$ cat config.mk
export PLATFORM = sky130hd
export DESIGN_NAME = toc_timer
export DESIGN_NICKNAME = d
export VERILOG_FILES = /design/src/toc_pkg.sv /design/src/toc_cmp_if.sv /design/src/toc_cmp_unit.sv /design/src/toc_timer.sv
export VERILOG_INCLUDE_DIRS = /design/src
export SDC_FILE = /design/constraint.sdc
export NUM_CORES = 1
export LEC_CHECK = 0
export ABC_CLOCK_PERIOD_IN_PS = 3080
export BUFFER_PORTS_ARGS = -buffer_cell sky130_fd_sc_hd__buf_2
export CORE_MARGIN = 10
export CORE_UTILIZATION = 40
export CTS_CLUSTER_SIZE = 30
export DETAILED_ROUTE_END_ITERATION = 16
export PLACE_DENSITY_LB_ADDON = 0.2
export SYNTH_ARGS = -nofsm -noshare
export SYNTH_HDL_FRONTEND = slang
export SYNTH_SLANG_ARGS = --single-unit
$ cat constraint.sdc
create_clock -name clk_i -period 3.08 [get_ports clk_i]
set_input_delay 0.308 -clock clk_i [delete_from_list [all_inputs] [get_ports clk_i]]
set_output_delay 0.308 -clock clk_i [all_outputs]
set_load 0.01 [all_outputs]
$ cat src/toc_map.svh
// Constants of the timer output compare block: mode codes, reset values, counter limits.
// Assumes inclusion by bare name from every file that needs a figure.
`ifndef TOC_MAP_SVH
`define TOC_MAP_SVH
// =====================================================================
// Waveform select codes
`define TOC_WGM_NORMAL 3'h0
`define TOC_WGM_PC_FF 3'h1
`define TOC_WGM_CTC 3'h2
`define TOC_WGM_FAST_FF 3'h3
`define TOC_WGM_PC_OCRA 3'h5
`define TOC_WGM_FAST_OCRA 3'h7
// =====================================================================
// Counter limits and reset values
`define TOC_BOTTOM 8'h00
`define TOC_MAX 8'hFF
`define TOC_CNT_RST 8'h00
`define TOC_CMP_RST 8'h00
`define TOC_WAVE_RST 1'b0
// =====================================================================
// Compare output action codes
`define TOC_COM_NONE 2'h0
`define TOC_COM_TOGGLE 2'h1
`define TOC_COM_CLEAR 2'h2
`define TOC_COM_SET 2'h3
`endif

$ cat src/toc_pkg.sv
// Types shared by the timer output compare block.
// Assumes toc_map.svh supplies every numeric figure.
package toc_pkg;
   typedef logic [7:0] toc_byte_t;
   typedef logic [1:0] toc_com_t;
   typedef enum logic [1:0] {TOC_KIND_NORMAL, TOC_KIND_CTC, TOC_KIND_FAST, TOC_KIND_PC} toc_kind_e;
   typedef enum logic {TOC_DIR_UP, TOC_DIR_DOWN} toc_dir_e;
endpackage

$ cat src/toc_cmp_if.sv
// Interface carrying counter state from the counter core to each compare unit.
// Assumes one driver (the top) and compare units as readers.
`timescale 1ns/10ps
interface toc_cmp_if;
   logic tick;
   logic [7:0] count;
   logic block;
   logic at_top;
   logic at_bottom;
   logic is_pwm;
   logic is_fast;
   logic down;
   modport core (output tick, output count, output block, output at_top, output at_bottom,
                 output is_pwm, output is_fast, output down);
   modport unit (input tick, input count, input block, input at_top, input at_bottom,
                 input is_pwm, input is_fast, input down);
endinterface

$ cat src/toc_cmp_unit.sv
// One compare unit: compare value store, match flag, wave output bit.
// Assumes the shared counter state arrives over toc_cmp_if.
`timescale 1ns/10ps
`include "toc_map.svh"
module toc_cmp_unit (
   input wire logic clk_i,
   input wire logic sys_rst_i,
   toc_cmp_if.unit cif,
   input wire logic [7:0] cmp_wdata_i,
   input wire logic cmp_we_i,
   input wire logic [1:0] action_i,
   input wire logic force_i,
   input wire logic flag_clr_i,
   output logic [7:0] cmp_rdata_o,
   output logic [7:0] cmp_active_o,
   output logic flag_o,
   output logic wave_o
);
   logic [7:0] act_ff, nxt_act;
   logic [7:0] buf_ff, nxt_buf;
   logic flag_ff, nxt_flag;
   logic wave_ff, nxt_wave;
   logic match;
   logic pwm_match_val;

   // =====================================================================
   // Match detect; a counter write blocks matches until the next tick.
   assign match = cif.tick && !cif.block && (cif.count == act_ff);

   // Fast PWM clears on match when non-inverted; phase correct depends on direction.
   always_comb begin
      pwm_match_val = 1'b0;
      if (cif.is_fast) begin
         pwm_match_val = action_i[0];
      end else begin
         pwm_match_val = action_i[0] ^ cif.down;
      end
   end

   // =====================================================================
   // Next state of the compare store, flag and wave bit.
   always_comb begin
      nxt_act = act_ff;
      nxt_buf = buf_ff;
      nxt_flag = flag_ff;
      nxt_wave = wave_ff;
      if (cif.is_pwm) begin
         if (cmp_we_i) begin
            nxt_buf = cmp_wdata_i;
         end
         if (cif.tick && ((cif.is_fast && cif.at_bottom) || (!cif.is_fast && cif.at_top))) begin
            nxt_act = buf_ff;
         end
      end else if (cmp_we_i) begin
         nxt_act = cmp_wdata_i;
         nxt_buf = cmp_wdata_i;
      end
      // Clear first so that a real match in the same cycle wins.
      if (flag_clr_i) begin
         nxt_flag = 1'b0;
      end
      if (match) begin
         nxt_flag = 1'b1;
      end
      // Action bits are read live, never buffered.
      if (!cif.is_pwm && (match || force_i)) begin
         case (action_i)
            `TOC_COM_TOGGLE: nxt_wave = !wave_ff;
            `TOC_COM_CLEAR: nxt_wave = 1'b0;
            `TOC_COM_SET: nxt_wave = 1'b1;
            default: nxt_wave = wave_ff;
         endcase
      end else if (cif.is_pwm && action_i[1]) begin
         if (match) begin
            nxt_wave = pwm_match_val;
         end else if (cif.tick && cif.is_fast && cif.at_top) begin
            nxt_wave = !action_i[0];
         end
      end else if (cif.is_pwm && (action_i == `TOC_COM_TOGGLE) && match) begin
         nxt_wave = !wave_ff;
      end
   end

   // Registers only; mode changes leave the wave bit untouched.
   always_ff @(posedge clk_i) begin
      if (sys_rst_i) begin
         act_ff <= `TOC_CMP_RST;
         buf_ff <= `TOC_CMP_RST;
         flag_ff <= 1'b0;
         wave_ff <= `TOC_WAVE_RST;
      end else begin
         act_ff <= nxt_act;
         buf_ff <= nxt_buf;
         flag_ff <= nxt_flag;
         wave_ff <= nxt_wave;
      end
   end

   assign cmp_rdata_o = cif.is_pwm ? buf_ff : act_ff;
   assign cmp_active_o = act_ff;
   assign flag_o = flag_ff;
   assign wave_o = wave_ff;
endmodule // toc_cmp_unit

$ cat src/toc_timer.sv
// Top of the 8-bit timer output compare block: counter core, two compare units, pin override.
// Assumes tick_i is a one-cycle enable from an outside clock-select divider; all inputs synchronous.
`timescale 1ns/10ps
`include "toc_map.svh"
module toc_timer (
   input wire logic clk_i,
   input wire logic sys_rst_i,
   input wire logic tick_i,
   input wire logic [2:0] waveform_select_i,
   input wire logic [7:0] count_value_wdata_i,
   input wire logic count_value_we_i,
   output logic [7:0] count_value_o,
   input wire logic [7:0] compare_value_reg_a_wdata_i,
   input wire logic compare_value_reg_a_we_i,
   output logic [7:0] compare_value_reg_a_o,
   input wire logic [7:0] compare_value_reg_b_wdata_i,
   input wire logic compare_value_reg_b_we_i,
   output logic [7:0] compare_value_reg_b_o,
   input wire logic [1:0] compare_output_action_a_i,
   input wire logic [1:0] compare_output_action_b_i,
   input wire logic force_compare_strobe_a_i,
   input wire logic force_compare_strobe_b_i,
   input wire logic compare_match_flag_a_clr_i,
   input wire logic compare_match_flag_b_clr_i,
   input wire logic overflow_flag_clr_i,
   output logic compare_match_flag_a_o,
   output logic compare_match_flag_b_o,
   output logic overflow_flag_o,
   output logic wave_output_a_o,
   output logic wave_output_b_o,
   input wire logic port_value_a_i,
   input wire logic port_value_b_i,
   input wire logic wave_pin_direction_a_i,
   input wire logic wave_pin_direction_b_i,
   output logic pin_a_o,
   output logic pin_a_oe_o,
   output logic pin_b_o,
   output logic pin_b_oe_o
);
   toc_cmp_if cif_a();
   toc_cmp_if cif_b();

   logic [7:0] cnt_ff, nxt_cnt;
   logic block_ff, nxt_block;
   logic dir_ff, nxt_dir;
   logic ovf_ff, nxt_ovf;
   logic [7:0] top_val;
   logic [7:0] ocra_active;
   toc_pkg::toc_kind_e kind;
   logic is_pwm;

   // =====================================================================
   // Mode decode, used by counter and both units.
   function automatic toc_pkg::toc_kind_e toc_kind_of(input logic [2:0] wgm);
      case (wgm)
         `TOC_WGM_NORMAL: toc_kind_of = toc_pkg::TOC_KIND_NORMAL;
         `TOC_WGM_CTC: toc_kind_of = toc_pkg::TOC_KIND_CTC;
         `TOC_WGM_FAST_FF, `TOC_WGM_FAST_OCRA: toc_kind_of = toc_pkg::TOC_KIND_FAST;
         `TOC_WGM_PC_FF, `TOC_WGM_PC_OCRA: toc_kind_of = toc_pkg::TOC_KIND_PC;
         default: toc_kind_of = toc_pkg::TOC_KIND_NORMAL;
      endcase
   endfunction

   // Waveform select and the active compare A value shape the count; action bits are never consulted here.
   assign kind = toc_kind_of(waveform_select_i);
   assign is_pwm = (kind == toc_pkg::TOC_KIND_FAST) || (kind == toc_pkg::TOC_KIND_PC);
   assign top_val = (waveform_select_i[2] || (kind == toc_pkg::TOC_KIND_CTC)) ? ocra_active : `TOC_MAX;

   // =====================================================================
   // Counter next state.
   always_comb begin
      nxt_cnt = cnt_ff;
      nxt_dir = dir_ff;
      nxt_ovf = ovf_ff && !overflow_flag_clr_i; // Software clear is taken first, so a set below always wins.
      nxt_block = block_ff;
      if (tick_i) begin
         nxt_block = 1'b0;
         case (kind)
            toc_pkg::TOC_KIND_NORMAL: begin
               nxt_cnt = cnt_ff + 8'h01;
               nxt_dir = toc_pkg::TOC_DIR_UP;
               if (cnt_ff == `TOC_MAX) begin
                  nxt_ovf = 1'b1;
               end
            end
            toc_pkg::TOC_KIND_CTC: begin
               nxt_dir = toc_pkg::TOC_DIR_UP;
               if (cnt_ff == top_val && !block_ff) begin
                  nxt_cnt = `TOC_BOTTOM;
               end else begin
                  nxt_cnt = cnt_ff + 8'h01;
               end
               if (cnt_ff == `TOC_MAX) begin
                  nxt_ovf = 1'b1;
               end
            end
            toc_pkg::TOC_KIND_FAST: begin
               nxt_dir = toc_pkg::TOC_DIR_UP;
               if (cnt_ff == top_val) begin
                  nxt_cnt = `TOC_BOTTOM;
                  nxt_ovf = 1'b1;
               end else begin
                  nxt_cnt = cnt_ff + 8'h01;
               end
            end
            toc_pkg::TOC_KIND_PC: begin
               if (dir_ff == toc_pkg::TOC_DIR_UP) begin
                  if (cnt_ff == top_val) begin
                     nxt_dir = toc_pkg::TOC_DIR_DOWN;
                     nxt_cnt = cnt_ff - 8'h01;
                  end else begin
                     nxt_cnt = cnt_ff + 8'h01;
                  end
               end else if (cnt_ff == `TOC_BOTTOM) begin
                  nxt_dir = toc_pkg::TOC_DIR_UP;
                  nxt_cnt = cnt_ff + 8'h01;
               end else begin
                  nxt_cnt = cnt_ff - 8'h01;
                  if (cnt_ff == 8'h01) begin
                     nxt_ovf = 1'b1;
                  end
               end
            end
            default: nxt_cnt = cnt_ff;
         endcase
      end
      // A write beats counting and arms the match block, held until the next tick, even with no tick.
      if (count_value_we_i) begin
         nxt_cnt = count_value_wdata_i;
         nxt_block = 1'b1;
      end
   end

   // Counter registers.
   always_ff @(posedge clk_i) begin
      if (sys_rst_i) begin
         cnt_ff <= `TOC_CNT_RST;
         dir_ff <= toc_pkg::TOC_DIR_UP;
         ovf_ff <= 1'b0;
         block_ff <= 1'b0;
      end else begin
         cnt_ff <= nxt_cnt;
         dir_ff <= nxt_dir;
         ovf_ff <= nxt_ovf;
         block_ff <= nxt_block;
      end
   end

   // =====================================================================
   // Shared counter state to both units.
   assign cif_a.tick = tick_i;
   assign cif_a.count = cnt_ff;
   assign cif_a.block = block_ff;
   assign cif_a.at_top = (cnt_ff == top_val);
   assign cif_a.at_bottom = (cnt_ff == `TOC_BOTTOM);
   assign cif_a.is_pwm = is_pwm;
   assign cif_a.is_fast = (kind == toc_pkg::TOC_KIND_FAST);
   assign cif_a.down = dir_ff;
   assign cif_b.tick = tick_i;
   assign cif_b.count = cnt_ff;
   assign cif_b.block = block_ff;
   assign cif_b.at_top = (cnt_ff == top_val);
   assign cif_b.at_bottom = (cnt_ff == `TOC_BOTTOM);
   assign cif_b.is_pwm = is_pwm;
   assign cif_b.is_fast = (kind == toc_pkg::TOC_KIND_FAST);
   assign cif_b.down = dir_ff;

   // Two independent units.
   toc_cmp_unit u_cmp_a (
      .clk_i(clk_i),
      .sys_rst_i(sys_rst_i),
      .cif(cif_a),
      .cmp_wdata_i(compare_value_reg_a_wdata_i),
      .cmp_we_i(compare_value_reg_a_we_i),
      .action_i(compare_output_action_a_i),
      .force_i(force_compare_strobe_a_i),
      .flag_clr_i(compare_match_flag_a_clr_i),
      .cmp_rdata_o(compare_value_reg_a_o),
      .cmp_active_o(ocra_active),
      .flag_o(compare_match_flag_a_o),
      .wave_o(wave_output_a_o)
   );

   toc_cmp_unit u_cmp_b (
      .clk_i(clk_i),
      .sys_rst_i(sys_rst_i),
      .cif(cif_b),
      .cmp_wdata_i(compare_value_reg_b_wdata_i),
      .cmp_we_i(compare_value_reg_b_we_i),
      .action_i(compare_output_action_b_i),
      .force_i(force_compare_strobe_b_i),
      .flag_clr_i(compare_match_flag_b_clr_i),
      .cmp_rdata_o(compare_value_reg_b_o),
      .cmp_active_o(),
      .flag_o(compare_match_flag_b_o),
      .wave_o(wave_output_b_o)
   );

   // =====================================================================
   // Pin override; direction always comes from the direction bit, so software can preset the wave first.
   assign pin_a_o = (compare_output_action_a_i != `TOC_COM_NONE) ? wave_output_a_o : port_value_a_i;
   assign pin_b_o = (compare_output_action_b_i != `TOC_COM_NONE) ? wave_output_b_o : port_value_b_i;
   assign pin_a_oe_o = wave_pin_direction_a_i;
   assign pin_b_oe_o = wave_pin_direction_b_i;
   assign count_value_o = cnt_ff;
   assign overflow_flag_o = ovf_ff;
endmodule // toc_timer

==> results.py <==
metrics = {
    "outcome": {
        "status": "finished, final reports clean",
    },
    "finish": {
        "nets": 507,
        "nFillCells": 809,
        "layout-drive-gt1-share_pct": 27.0,
        "num_antenna_cells": 0,
        "syn2layout_area_growth_pct": 14.6,
    },
    "job": {
        "cap_violations": 0,
    },
    "die": {
        "row_count": 33,
        "core-area_mm2": 0.00813,
        "die_area_mm2": 0.0123,
        "ios": 79,
        "die_x_um": 111,
        "start_util_pct": 40.5,
        "die_h_um": 111,
    },
    "logic_synthesis": {
        "syn_avg_cell_area_um2": 8.41,
        "yosys-top-cells-area": "dfxtp_1 29%, mux2i_1 11%, nor2_1 7.4%",
        "synth_top_area_share_pct": 28.5,
        "synth_top_area_cell": "dfxtp_1",
        "synth_ff_type": "dfxtp_1",
        "async_flop_share_pct": 0,
        "synth-seq-cells": 47,
        "yosysSeqAreaShare_pct": 28.5,
        "postSynthCellCount": 392,
        "syn_nets": 448,
        "synth_area_mm2": 0.00330,
        "synth.distinct_cells": 54,
        "ys_warn_count": 0,
        "synth_edf_count": 0,
    },
    "routing": {
        "wl_met1_um": 4020,
        "drc": 0,
        "drt-total-wl_um": 8990,
        "viasPerCell": 5.45,
        "route.antenna.remaining_nets": 0,
        "wire_per_inst_um": 16.1,
        "initialDrtViolationCount": 151,
        "first_pass_iters": 5,
        "dr_wl_met2_um": 4220,
        "vias": 3034,
        "wl_met3_um": 610,
        "highest_layer": "met4",
    },
    "sta": {
        "setup_viol": 0,
        "clock_skew_ns": 0.00262,
        "min_period_ns": 2.64,
        "rsz0062_at_grt": "false",
        "hold_viol_final": 0,
        "finalMaxSlewViolations": 0,
        "max_freq_ghz": 0.379,
        "worstMarginPinSlew_ns": 0.612,
        "fin_tns_setup_ns": 0,
        "finalCritPeriodShare_pct": 85.6,
        "slew_headroom_pct": 59.2,
    },
    "setup_path": {
        "reg2reg_slack_ns": 0.44,
        "cp-start-kind": "flip-flop",
        "crit_fanout": 12,
        "path_cells": "xnor2_1, o2111ai_1, or3_1, a2111oi_4, a311oi_1, o31ai_2, a21oi_1, nor3_2",
        "slowest_stage": "dfxtp_1",
        "r2r_cells": 8,
        "arrival_ns": 2.88,
        "critPathKind": "flip-flop to flip-flop",
        "r2r_end": "count_value_o[4]",
        "cp.required_ns": 3.33,
        "max_stage_delay_ns": 0.60,
        "r2r-start": "count_value_o[4]",
        "end_kind": "flip-flop",
    },
    "min_path": {
        "holdCritPathClass": "input port to flip-flop",
        "hold_end": "u_cmp_a.buf_ff[1]",
        "hold_depth": 3,
        "hold_start": "compare_value_reg_a_wdata_i[1]",
    },
    "global_route": {
        "gr-usage-all-layers_pct": 13.8,
        "grt_pass1_vias": 2905,
        "antenna_found_initial": 0,
        "gr-total-overflow": 0,
        "grt_pass1_wl_um": 14600,
        "grt_max_degree": 47,
    },
    "power_and_ir_drop": {
        "report.power.total_uw": 1510,
        "ir_drop_v": 0.000159,
        "leakage_uw": 0.00166,
        "powerDensity_mw_per_mm2": 401,
    },
    "clocking": {
        "post_cts_buffers": 0,
        "cts-resized-gates": 0,
        "cts_buffer_depth": 2,
        "cts_tree": "built",
        "cts-root-buf": "clkbuf_8",
        "numCtsBuffers": 5,
        "clock-sinks": 47,
        "ctsHoldBuffers": 0,
        "htreeDepth": 2,
        "path_clk_slew_ns": 0.09,
        "clock_latency_ns": 0.31,
    },
    "placed_design": {
        "hpwl_um": 6810,
        "numPortBuffers": 74,
        "gp_congestion": 0.987,
    },
}
==> cell families after synthesis <==
family | synth area share (%)
AO/OA/AOI/OAI | 20.2
XOR/XNOR | 3.45
adder cells (fa/ha/maj) | 3.80
buffers and inverters | 7.06
flip-flops | 28.5
multiplexers | 17.5
AND/OR/NAND/NOR | 19.5
==> cells in the final DEF (no fill, tap or decap), types with 5 or more instances in the layout <==
cell type,instances
clkbuf_8,5
dfxtp_1,47
xnor2_1,12
nand3_1,10
ha_1,10
nor2_1,65
mux2_2,18
nand2b_1,8
buf_2,74
nand2_1,21
a21oi_1,16
inv_1,16
mux2i_1,36
nor2b_1,6
o21ai_0,10
buf_4,8
a211oi_1,21
==> layer usage <==
layer  vias to the layer above  global-route usage [%]
li1                       1518                       -
met1                      1384                    17.3
met2                       117                    22.6
met3                        15                    3.90
met4                         0                    3.73
met5                         -                       0
==> how the worst max path moves through the flow <==
stage                                start               end  slack (ns)  depth (start not counted)
final                     count_value_o[4]  count_value_o[4]        0.44                          8
after detailed placement  count_value_o[4]  count_value_o[4]        0.53                          8
after CTS                 count_value_o[4]  count_value_o[4]        0.48                          8
after global placement    count_value_o[4]  count_value_o[4]        0.53                          8
after global routing      count_value_o[4]  count_value_o[7]        0.23                          8
after floorplan           count_value_o[4]  count_value_o[4]        0.82                         10
==> cells in the mapped netlist (2+ instances only) <==
master,n
a21oi_1,16
xnor2_1,12
nand3_1,10
nand2_1,21
nor3_1,4
buf_2,6
nand4_1,4
inv_1,16
and2_1,2
buf_6,5
clkbuf_1,13
o2bb2ai_1,3
mux2_2,18
buf_4,3
and3_1,4
nor3_2,4
o21ai_0,10
a22oi_1,4
buf_1,3
dfxtp_1,47
nand2b_1,8
o2bb2ai_4,2
a211oi_1,21
o211ai_1,2
a31oi_1,3
a311oi_1,4
nor2_1,65
o22ai_1,3
o31ai_2,2
nor2b_1,6
o2111ai_1,2
mux2i_1,36
nor4_1,3
ha_1,10
==> final cells by class <==
cell class	count	area (um^2)	area share, %
Sequential cell	47	941	24.9
Clock inverter	2	16.3	0.431
Inverter	17	63.8	1.69
Clock buffer	6	72.6	1.92
Timing Repair Buffer	82	430	11.4
Tap cell	105	131	3.48
Multi-Input combinational cell	298	2120	56.2
==> worst max-delay path: cells and delay by family (launching register included) <==
| family | cells | cell delay, ns |
|---|---|---|
| xor gates and xnor gates | 1 | 0.17 |
| and+or+nand+nor | 2 | 0.61 |
| DFF | 1 | 0.60 |
| AOI/OAI and AO/OA | 5 | 1.18 |
==> flip-flops by register name (all words and copies together) (netlist names) <==
register and cells:
count_value_o 8, u_cmp_b.buf_ff 8, u_cmp_a.wave_o 1, u_cmp_b.cmp_active_o 8, u_cmp_b.flag_o 1, overflow_flag_o 1, block_ff 1, u_cmp_a.flag_o 1
u_cmp_b.wave_o 1, cif_a.down 1, u_cmp_a.buf_ff 8, u_cmp_a.cmp_active_o 8
==> power by group <==
part	switching [uW]	total (uW)	internal, uW
logic	233	421	188
registers	47.2	697	649
clock network	233	396	164
==> stage by stage <==
stage	utilization (%)	hold WS (ns)	std cells	setup WS (ns)	area [um^2]
floorplan	-	0.456	392	0.821	3300
global placement	45.3	0.462	549	0.534	3690
detailed placement	45.3	0.465	549	0.529	3690
CTS	46.4	0.235	557	0.480	3780
global route	46.4	0.242	557	0.230	3780
finish	46.4	0.242	557	0.443	3780
Power figures use the tool's default switching activity.
